**src/inc/lic_pkg.sv**
```systemverilog
// Constants and types for the laser I/O control and status block
// ============================================================
// How it works
// - Ready output and ready lamp high while enabled and able to lase.
// - Lasing output and lasing lamp high only while beam is emitted.
// - Over-temperature raises fault output and flashes ready lamp continuously.
// - Supply-fault output high while DC input voltage is out of limits.
// - Supply fault blinks power lamp twice, pauses half second, repeats.
// - Enable high enables; enable low blocks all commands to RF stage.
// - Five second wait after enable rises; commands blocked meanwhile.
// - Broadcast variant puts temperature serial signal on over-temperature pin.
package lic_pkg;
  // ============================================================
  // Timing
  localparam int unsigned CLK_HZ          = 40_000_000;
  localparam int unsigned ENABLE_DELAY_S  = 5;
  localparam int unsigned ENABLE_DELAY_CYC = CLK_HZ * ENABLE_DELAY_S;
  localparam int unsigned BLINK_MS        = 125;
  localparam int unsigned PAUSE_MS        = 500;
  localparam int unsigned BLINK_CYC       = CLK_HZ / 1000 * BLINK_MS;
  localparam int unsigned PAUSE_CYC       = CLK_HZ / 1000 * PAUSE_MS;
  localparam int unsigned FLASH_MS        = 250;
  localparam int unsigned FLASH_CYC       = CLK_HZ / 1000 * FLASH_MS;
  localparam int unsigned TIMER_W         = 28;
  localparam logic        SYNC_RESET      = 1'b0;

  // ============================================================
  // Power lamp pattern states
  typedef enum logic [2:0] {
    LIC_PAT_IDLE  = 3'b000,
    LIC_PAT_ON1   = 3'b001,
    LIC_PAT_OFF1  = 3'b010,
    LIC_PAT_ON2   = 3'b011,
    LIC_PAT_PAUSE = 3'b100
  } lic_pat_e;
endpackage : lic_pkg

```
**src/inc/lic_sync_if.sv**
```systemverilog
// Interface carrying synchronised user inputs
`timescale 1ns/1ps
interface lic_sync_if;
  logic enable;
  logic command;
  modport src (output enable, output command);
  modport dst (input enable, input command);
endinterface : lic_sync_if

```
**src/hw/lic_sync.sv**
```systemverilog
// Two-flop synchroniser for enable and command inputs
`timescale 1ns/1ps
module lic_sync (
  // Clock and reset
  input  wire logic i_clk,
  input  wire logic i_reset_n,
  // Raw inputs
  input  wire logic i_enable,
  input  wire logic i_command,
  // Synchronised outputs
  lic_sync_if.src   sync
);
  import lic_pkg::*;
  logic [1:0] meta_reg;
  logic [1:0] meta_next;
  logic [1:0] stab_reg;
  logic [1:0] stab_next;

  always_comb begin
    meta_next = {i_enable, i_command};
    stab_next = meta_reg;
  end

  // First stage is read only by the second
  always_ff @(posedge i_clk or negedge i_reset_n) begin
    if (!i_reset_n) begin
      meta_reg <= {SYNC_RESET, SYNC_RESET};
      stab_reg <= {SYNC_RESET, SYNC_RESET};
    end else begin
      meta_reg <= meta_next;
      stab_reg <= stab_next;
    end
  end

  assign sync.enable  = stab_reg[1];
  assign sync.command = stab_reg[0];
endmodule : lic_sync

```
**src/hw/lic_top.sv**
```systemverilog
// Laser I/O control and status logic
`timescale 1ns/1ps
module lic_top #(
  parameter int unsigned ENABLE_DELAY = lic_pkg::ENABLE_DELAY_CYC,
  parameter int unsigned BLINK_LEN    = lic_pkg::BLINK_CYC,
  parameter int unsigned PAUSE_LEN    = lic_pkg::PAUSE_CYC,
  parameter int unsigned FLASH_LEN    = lic_pkg::FLASH_CYC,
  parameter bit          BROADCAST    = 1'b0
) (
  // Clock and reset
  input  wire logic i_clk,
  input  wire logic i_reset_n,
  // User inputs
  input  wire logic i_enable,
  input  wire logic i_command,
  // Internal condition sensors
  input  wire logic i_over_temp,
  input  wire logic i_supply_fault,
  input  wire logic i_temp_broadcast,
  input  wire logic i_beam_on,
  // RF stage drive
  output logic      o_rf_command,
  // User status outputs
  output logic      o_ready,
  output logic      o_lasing,
  output logic      o_temp_out,
  output logic      o_supply_fault,
  // Front-panel lamps
  output logic      o_ready_lamp,
  output logic      o_lasing_lamp,
  output logic      o_power_lamp
);
  import lic_pkg::*;

  // ============================================================
  // Input synchronisation
  lic_sync_if sif ();
  lic_sync u_sync (
    .i_clk     (i_clk),
    .i_reset_n (i_reset_n),
    .i_enable  (i_enable),
    .i_command (i_command),
    .sync      (sif.src)
  );

  // ============================================================
  // Enable delay
  logic [TIMER_W-1:0] wait_reg;
  logic [TIMER_W-1:0] wait_next;
  logic               armed_reg;
  logic               armed_next;
  localparam logic [TIMER_W-1:0] DELAY_LAST = TIMER_W'(ENABLE_DELAY - 1);

  always_comb begin
    wait_next  = wait_reg;
    armed_next = armed_reg;
    if (!sif.enable) begin
      // Dropping enable mid-wait restarts the whole delay
      wait_next  = '0;
      armed_next = 1'b0;
    end else if (!armed_reg) begin
      if (wait_reg == DELAY_LAST) begin
        armed_next = 1'b1;
      end else begin
        wait_next = wait_reg + 1'b1;
      end
    end
  end

  always_ff @(posedge i_clk or negedge i_reset_n) begin
    if (!i_reset_n) begin
      wait_reg  <= '0;
      armed_reg <= 1'b0;
    end else begin
      wait_reg  <= wait_next;
      armed_reg <= armed_next;
    end
  end

  // ============================================================
  // Status and command outputs
  logic outs_reg_rf;
  logic rf_next;
  logic rdy_reg;
  logic rdy_next;
  logic lase_reg;
  logic lase_next;
  logic temp_reg;
  logic temp_next;
  logic sup_reg;
  logic sup_next;

  always_comb begin
    // Commands reach RF only once armed; tickle and PWM pass unchanged
    rf_next   = armed_reg & sif.enable & sif.command;
    rdy_next  = armed_reg & sif.enable & ~i_over_temp;
    lase_next = i_beam_on & outs_reg_rf;
    temp_next = BROADCAST ? i_temp_broadcast : i_over_temp;
    sup_next  = i_supply_fault;
  end

  always_ff @(posedge i_clk or negedge i_reset_n) begin
    if (!i_reset_n) begin
      outs_reg_rf <= 1'b0;
      rdy_reg     <= 1'b0;
      lase_reg    <= 1'b0;
      temp_reg    <= 1'b0;
      sup_reg     <= 1'b0;
    end else begin
      outs_reg_rf <= rf_next;
      rdy_reg     <= rdy_next;
      lase_reg    <= lase_next;
      temp_reg    <= temp_next;
      sup_reg     <= sup_next;
    end
  end

  // ============================================================
  // Lamp patterns
  lic_pat_e           pat_reg;
  lic_pat_e           pat_next;
  logic [TIMER_W-1:0] ptim_reg;
  logic [TIMER_W-1:0] ptim_next;
  logic [TIMER_W-1:0] ftim_reg;
  logic [TIMER_W-1:0] ftim_next;
  logic               flash_reg;
  logic               flash_next;
  logic               plamp_reg;
  logic               plamp_next;
  logic               rlamp_reg;
  logic               rlamp_next;

  function automatic logic [TIMER_W-1:0] last_of(input int unsigned len);
    last_of = TIMER_W'(len - 1);
  endfunction : last_of

  always_comb begin
    pat_next   = pat_reg;
    ptim_next  = ptim_reg + 1'b1;
    plamp_next = 1'b1;
    if (!i_supply_fault) begin
      pat_next  = LIC_PAT_IDLE;
      ptim_next = '0;
    end else begin
      case (pat_reg)
        LIC_PAT_IDLE: begin
          pat_next  = LIC_PAT_ON1;
          ptim_next = '0;
        end
        LIC_PAT_ON1, LIC_PAT_OFF1, LIC_PAT_ON2: begin
          if (ptim_reg == last_of(BLINK_LEN)) begin
            pat_next  = lic_pat_e'(pat_reg + 3'h1);
            ptim_next = '0;
          end
        end
        LIC_PAT_PAUSE: begin
          if (ptim_reg == last_of(PAUSE_LEN)) begin
            pat_next  = LIC_PAT_ON1;
            ptim_next = '0;
          end
        end
        default: begin
          pat_next  = LIC_PAT_IDLE;
          ptim_next = '0;
        end
      endcase
      // Lamp lit only in the blink phases of the pattern
      plamp_next = (pat_next == LIC_PAT_ON1) || (pat_next == LIC_PAT_ON2);
    end
  end

  always_comb begin
    ftim_next  = ftim_reg + 1'b1;
    flash_next = flash_reg;
    if (!i_over_temp) begin
      ftim_next  = '0;
      flash_next = 1'b1;
    end else if (ftim_reg == last_of(FLASH_LEN)) begin
      ftim_next  = '0;
      flash_next = ~flash_reg;
    end
    rlamp_next = i_over_temp ? flash_next : rdy_next;
  end

  always_ff @(posedge i_clk or negedge i_reset_n) begin
    if (!i_reset_n) begin
      pat_reg   <= LIC_PAT_IDLE;
      ptim_reg  <= '0;
      ftim_reg  <= '0;
      flash_reg <= 1'b1;
      plamp_reg <= 1'b0;
      rlamp_reg <= 1'b0;
    end else begin
      pat_reg   <= pat_next;
      ptim_reg  <= ptim_next;
      ftim_reg  <= ftim_next;
      flash_reg <= flash_next;
      plamp_reg <= plamp_next;
      rlamp_reg <= rlamp_next;
    end
  end

  assign o_rf_command   = outs_reg_rf;
  assign o_ready        = rdy_reg;
  assign o_lasing       = lase_reg;
  assign o_temp_out     = temp_reg;
  assign o_supply_fault = sup_reg;
  assign o_ready_lamp   = rlamp_reg;
  assign o_lasing_lamp  = lase_reg;
  assign o_power_lamp   = plamp_reg;

  // ============================================================
  // Checks
  blocked_when_off_a: assert property (@(posedge i_clk) disable iff (!i_reset_n)
    !sif.enable |=> !o_rf_command) else $error("RF command while disabled");
  wait_blocks_a: assert property (@(posedge i_clk) disable iff (!i_reset_n)
    $rose(sif.enable) |=> !o_rf_command [*2]) else $error("Command passed during wait");
  // Age of the synchronised enable, kept apart from the delay counter
  // so that the ready check does not lean on the logic it guards
  localparam logic [TIMER_W-1:0] READY_MIN = TIMER_W'(ENABLE_DELAY + 1);
  logic [TIMER_W-1:0] en_age_reg;
  logic [TIMER_W-1:0] en_age_next;

  always_comb begin
    en_age_next = '0;
    if (sif.enable) begin
      en_age_next = (en_age_reg == READY_MIN) ? en_age_reg : en_age_reg + 1'b1;
    end
  end

  always_ff @(posedge i_clk or negedge i_reset_n) begin
    if (!i_reset_n) begin
      en_age_reg <= '0;
    end else begin
      en_age_reg <= en_age_next;
    end
  end

  ready_tracks_a: assert property (@(posedge i_clk) disable iff (!i_reset_n)
    o_ready |-> (en_age_reg >= READY_MIN)) else $error("Ready before delay");
  ready_off_a: assert property (@(posedge i_clk) disable iff (!i_reset_n)
    !sif.enable |=> !o_ready) else $error("Ready while disabled");
  lasing_cause_a: assert property (@(posedge i_clk) disable iff (!i_reset_n)
    o_lasing |-> $past(i_beam_on)) else $error("Lasing without beam");
  lasing_lamp_a: assert property (@(posedge i_clk) disable iff (!i_reset_n)
    o_lasing_lamp == o_lasing) else $error("Lasing lamp mismatch");
  temp_out_a: assert property (@(posedge i_clk) disable iff (!i_reset_n)
    !BROADCAST |-> (o_temp_out == $past(i_over_temp))) else $error("Over-temp output wrong");
  supply_out_a: assert property (@(posedge i_clk) disable iff (!i_reset_n)
    o_supply_fault == $past(i_supply_fault)) else $error("Supply fault output wrong");
  power_dark_a: assert property (@(posedge i_clk) disable iff (!i_reset_n)
    (pat_reg == LIC_PAT_PAUSE) |-> !o_power_lamp) else $error("Power lamp lit in pause");
  enable_restart_a: assert property (@(posedge i_clk) disable iff (!i_reset_n)
    $fell(sif.enable) |=> (wait_reg == '0) && !armed_reg) else $error("Delay not restarted");
  command_pass_c: cover property (@(posedge i_clk) disable iff (!i_reset_n) o_rf_command);
  pattern_loop_c: cover property (@(posedge i_clk) disable iff (!i_reset_n)
    pat_reg == LIC_PAT_PAUSE ##1 pat_reg == LIC_PAT_ON1);
  flash_c: cover property (@(posedge i_clk) disable iff (!i_reset_n)
    i_over_temp && $fell(o_ready_lamp));
endmodule : lic_top

```
**config.mk**
```make
export PLATFORM = sky130hd
export DESIGN_NAME = lic_top
export DESIGN_NICKNAME = d
export VERILOG_FILES = /design/src/inc/lic_pkg.sv /design/src/inc/lic_sync_if.sv /design/src/hw/lic_sync.sv /design/src/hw/lic_top.sv
export SDC_FILE = /design/constraint.sdc
export NUM_CORES = 1
export LEC_CHECK = 0
export ABC_AREA = 1
export BUFFER_PORTS_ARGS = -buffer_cell sky130_fd_sc_hd__clkbuf_2
export CAP_MARGIN = 25
export CORE_MARGIN = 4
export CORE_UTILIZATION = 55
export CTS_BUF_LIST = sky130_fd_sc_hd__clkbuf_16
export CTS_CLUSTER_DIAMETER = 60
export CTS_CLUSTER_SIZE = 14
export DETAILED_ROUTE_END_ITERATION = 10
export PLACE_DENSITY = 0.83
export RECOVER_POWER = 100
export SETUP_SLACK_MARGIN = 0.2
export SLEW_MARGIN = 20
export SYNTH_ARGS = -nofsm -noshare
export SYNTH_HDL_FRONTEND = slang
export SYNTH_HIERARCHICAL = 1
export SYNTH_SLANG_ARGS = --single-unit
export TNS_END_PERCENT = 20
```
**constraint.sdc**
```tcl
create_clock -name i_clk -period 2.7 [get_ports i_clk]
set_clock_uncertainty 0.15 [all_clocks]
set_input_delay 0.27 -clock i_clk [delete_from_list [all_inputs] [get_ports i_clk]]
set_output_delay 0.27 -clock i_clk [all_outputs]
set_load 0.01 [all_outputs]
```
---- Word level (Yosys, flattened, before mapping) ----
Index checks and enable logic that the tools add are counted.
storage, ports and cells
  register bits ........................... 100
  input bits .............................. 8
  output and inout bits ................... 8
  word-level logic and storage cells ...... 62
cells by class
  add/subtract/negate cells ............... 4
  equal/unequal tests ..................... 12
  mux-type cells .......................... 21
  bitwise logic cells ..................... 6
  reduce and logical (&&, ||, !) cells .... 4
operators by type and width
  operator                                                                 count
  28-bit two-way mux                                                       8
  28-bit by 1-bit adder with 28-bit output, second input constant          3
  28-bit case mux with 2 select lines                                      1
  28-bit by 23-bit equality test with 1-bit output, second input constant  1
  28-bit by 24-bit equality test with 1-bit output, second input constant  1
  28-bit by 25-bit equality test with 1-bit output, second input constant  1
  28-bit equality test, second input constant                              1
  3-bit two-way mux                                                        4
  3-bit by 2-bit equality test with 1-bit output, second input constant    3
  3-bit case mux with 3 select lines                                       1
  1-bit two-way mux                                                        7
  3-bit by 1-bit equality test with 1-bit output, second input constant    2
  1-bit bitwise AND                                                        4
  2-bit != test, second input constant                                     2
  3-bit by 1-bit adder with 3-bit output, second input constant            1
  3-bit equality test, second input constant                               1
  3-bit zero test                                                          1
  3-bit OR reduction                                                       1
  1-bit inverter                                                           2
  2-bit AND reduction                                                      1
  1-bit logical OR                                                         1

---- Longest topological paths before layout ----
  depth in word-level cells ............... 7
  depth in mapped cells ................... 12
  mapped depth without buffers ............ 11

---- Cells and area by module ----
The synthesis kept the hierarchy.
modules (own cells, without submodules)
  module    instances  cells each  area each (µm²)  seq. area each (µm²)
  lic_top   1          831         5898.2           2403.6
  lic_sync  1          4           100.1            100.1

---- Worst setup path after synthesis ----
Ideal clock, no wire load.
  path type ............................... reg2reg
  start ................................... register wait_reg[0]
  end ..................................... register wait_reg[10]
  library setup time ...................... 76 ps
  data arrival time ....................... 1642 ps
  required time ........................... 2474 ps
  slack ................................... 831 ps
  cell stages (with the launch flop) ...... 12
  path buffers ............................ 1
  clock period less this slack ............ 1869 ps
  path through ............................ dfrtp_1 ha_1 nand2_2 nor2_4 nand2_4 inv_4 nand2_2 nor2_4 nor2_4 buf_2 nand4_1 o21ai_1
on the way
  word-level cells in the longest chain between the ends .. 4
  elaborated cells on any way between the ends .. 7
  those cells by class .................... add/sub (1); eq/ne (2); mux (3); reduce/logical (1)
ends and longest elaborated chain
  element                                   line           text
  from (decl)                               lic_top.sv:48  logic [TIMER_W-1:0] wait_reg;
  from (signal assigned)                    lic_top.sv:75  wait_reg <= wait_next;
  28-bit by 1-bit adder with 28-bit output  lic_top.sv:65  wait_next = wait_reg + 1'b1;
  28-bit two-way mux                        lic_top.sv:62  if (wait_reg == DELAY_LAST) begin
  28-bit two-way mux                        lic_top.sv:61  end else if (!armed_reg) begin
  28-bit two-way mux                        lic_top.sv:57  if (!sif.enable) begin
Parallel ways exist; a longest one is shown, timed or not. The select of a mux whose other input is x is not followed.
A chain may end at the register's enable or synchronous reset.

---- Worst setup path after layout ----
  start ................................... register wait_reg[0]
  end ..................................... register wait_reg[9]
Same word-level chain as after synthesis.

==> run metrics <==
status completed; Final HPWL DP 9880 um; fin crit share roughly 87%; Setup TNS 0 ps; Final Max Tran Viols 0; worst path required time 2740 ps; initial antenna violation count 0; post-synth top area share 41.3%; vias in the first global route 5,168; Lkg Pwr 2.77 nW; crit path cell chain ha_1 -> nand2_2 -> nor2_2 -> nand2_4 -> inv_4 -> nand2_2 -> nor2_4 -> o21ai_2 -> o21ai_0; DRC viols 0; TritonRoute pass-1 iters 5; number of buffers created by CTS 9; total nets after synthesis 851; Slew headroom 19.8%; CP Launch Type register; Final Hold Fails 0; clock slew at reported path FFs 70 ps; DR iter-0 viols 460; YS warnings 6; I/O Buffers 14; CTS tree built; EDFF count, synth 0; Layout Utilization 61.9%; DIE AREA 0.0126 mm2; Total GRT Usage 22.9%; hold crit path type register to register; Area Overhead vs Synth 7.97%; fmax 424 MHz; most used cell, CP nand2_2; CP max FO 21; Routed WL 13,700 um; Worst Setup SP wait_reg[0]; Crit Path Class register to register; fraction of layout cells with a size suffix above 1 4.98%; Pwr Total 0.00297 W; vias per cell approximately 5.4; Clock Latency Late Sink 350 ps; Syn Area/Cell 7.18 um2; final setup vio count 0; # nets final 874; CP endpoint kind register; count of cell types in the netlist 36; Commonest cells post-synth 214 x nand2_1, 163 x nor2_1, 99 x dfrtp_1; CTS Root Cell clkbuf_16; placed cell areas 0.00620 mm2; most common cell in the synthesized netlist nand2_1; Via Count ~5,400; final critical-path required period 2360 ps; asr flop ratio synth between 90% and 100%; Slowest-stage cell, CP o21ai_2; top post-synthesis cells by area dfrtp_1 41%, nand2_1 13%, nor2_1 10%; CTS sink count 100; starting density of the core between 50% and 60%; first-pass GRT wire length 23,900 um; Post-DRT Antenna Nets 0; core area 0.0105 mm2; RSZ-0062 raised after global routing false; Main synth FF type dfrtp_1; max-cap violations 0; Slew @ Worst Pin 1200 ps; Seq cells post-synth 100; Die Span Y 112 um; routability cong. between 0.9 and 1; H-tree depth 3; Worst IR Drop VDD around 0.0006 V; Critical Path AT 2400 ps; Min-Delay Startpoint u_sync/meta_reg[0]; total grt overflow 0; Critical path buffers and inverters 1; largest net degree at the start of global routing between 60 and 70; wire per inst 13.7 um; reg-to-reg critical path startpoint wait_reg[0]; Mapped Cells 835; CP peak stage delay 630 ps; power per cell area 459 mW/mm2; I/O pin count 16; buffers from clock root to sink, at most 2; FP Rows 37; final non-filler cell area roughly 0.0065 mm2; antenna fix cells 0; Cell Area, Synth ~0.006 mm2; largest area contributor in the netlist dfrtp_1; die extent in x 112 um; Seq/Total Area, Yosys 41.7%; Largest delay share family, worst path compound AO/OA/AOI/OAI gates
worst reg2reg max path, delay by kind of cell (launching register included):
family                     cells  cell delay, ps
AOI/OAI and AO/OA              2             840
and+or+nand+nor                5             460
DFF                            1             440
adders and majority gates      1             270
buffers and inverters          1              50
path summary, 6_finish.rpt:
kind / end / slack [ps] / depth (start not counted)
max in group asynchronous: wait_reg[25] / 530 / 3
worst min register to register: u_sync/stab_reg[0] / 200 / 0
min in group asynchronous: ftim_reg[17] / 410 / 2
worst min-delay path: u_sync/stab_reg[0] / 200 / 0
worst max register to register: wait_reg[9] / 340 / 9
worst max-delay path: wait_reg[9] / 340 / 9
area by class of cell:
type	count	area (um2)
Tap cell	136	170
Sequential cell	100	2500
Multi-Input combinational cell	625	2980
Clock inverter	7	83.8
Timing Repair Buffer	24	140
Clock buffer	9	225
Inverter	98	370
Fill cell	970	3990
kinds of logic after synthesis:
| kind of cell | after synthesis | synth area share [%] |
|---|---|---|
| AOI/OAI and AO/OA | 43 | 4.34 |
| xor gates and xnor gates | 37 | 5.40 |
| buffers and inverters | 110 | 7.55 |
| adders and majority gates | 8 | 1.67 |
| DFF | 100 | 41.7 |
| and+or+nand+nor | 537 | 39.3 |
cells in the final DEF, fill, tap and decap left out, drive strengths merged, types with 7 or more instances in the layout:
cell type,synthesis,layout
clkbuf,3,26
dfrtp,99,99
ha,8,8
inv,97,99
nand2,222,222
nand3,63,63
nand4,33,33
nor2,171,171
nor3,40,40
o21ai,34,34
xnor2,7,7
xor2,30,30
metrics by stage:
step           setup WS [ps]  cells  hold WS (ps)
3_3_place_gp             417    977          91.8
4_1_cts                  314    999           205
6_report                 341    999           203
3_5_place_dp             327    977           104
2_1_floorplan            831    835          -176
5_1_grt                  126    999           219
repair_timing:
item,in CTS,in global routing
buffers inserted,0,0
setup endpoints to repair,0,11
gates resized for setup,0,1
endpoints found under the hold margin,38,0
hold buffers,6,0
where the power goes:
part / switching [W] / leakage (nW) / internal, W
Sequential: 0.0000133 / 1.37 / 0.00151
Clock: 0.000606 / 0.148 / 0.000733
Combinational: 0.0000811 / 1.26 / 0.0000269
per-layer routing:
layer | global-route usage (%) | share of wire [%] | wire (um)
met1 | 30.6 | 44 | 6050
met4 | 7.29 | 1.2 | 170
met5 | 0 | 0 | 0
met2 | 37.2 | 47 | 6480
met3 | 5.28 | 7.3 | 998
Note: power is estimated with default switching activity, not from simulation.
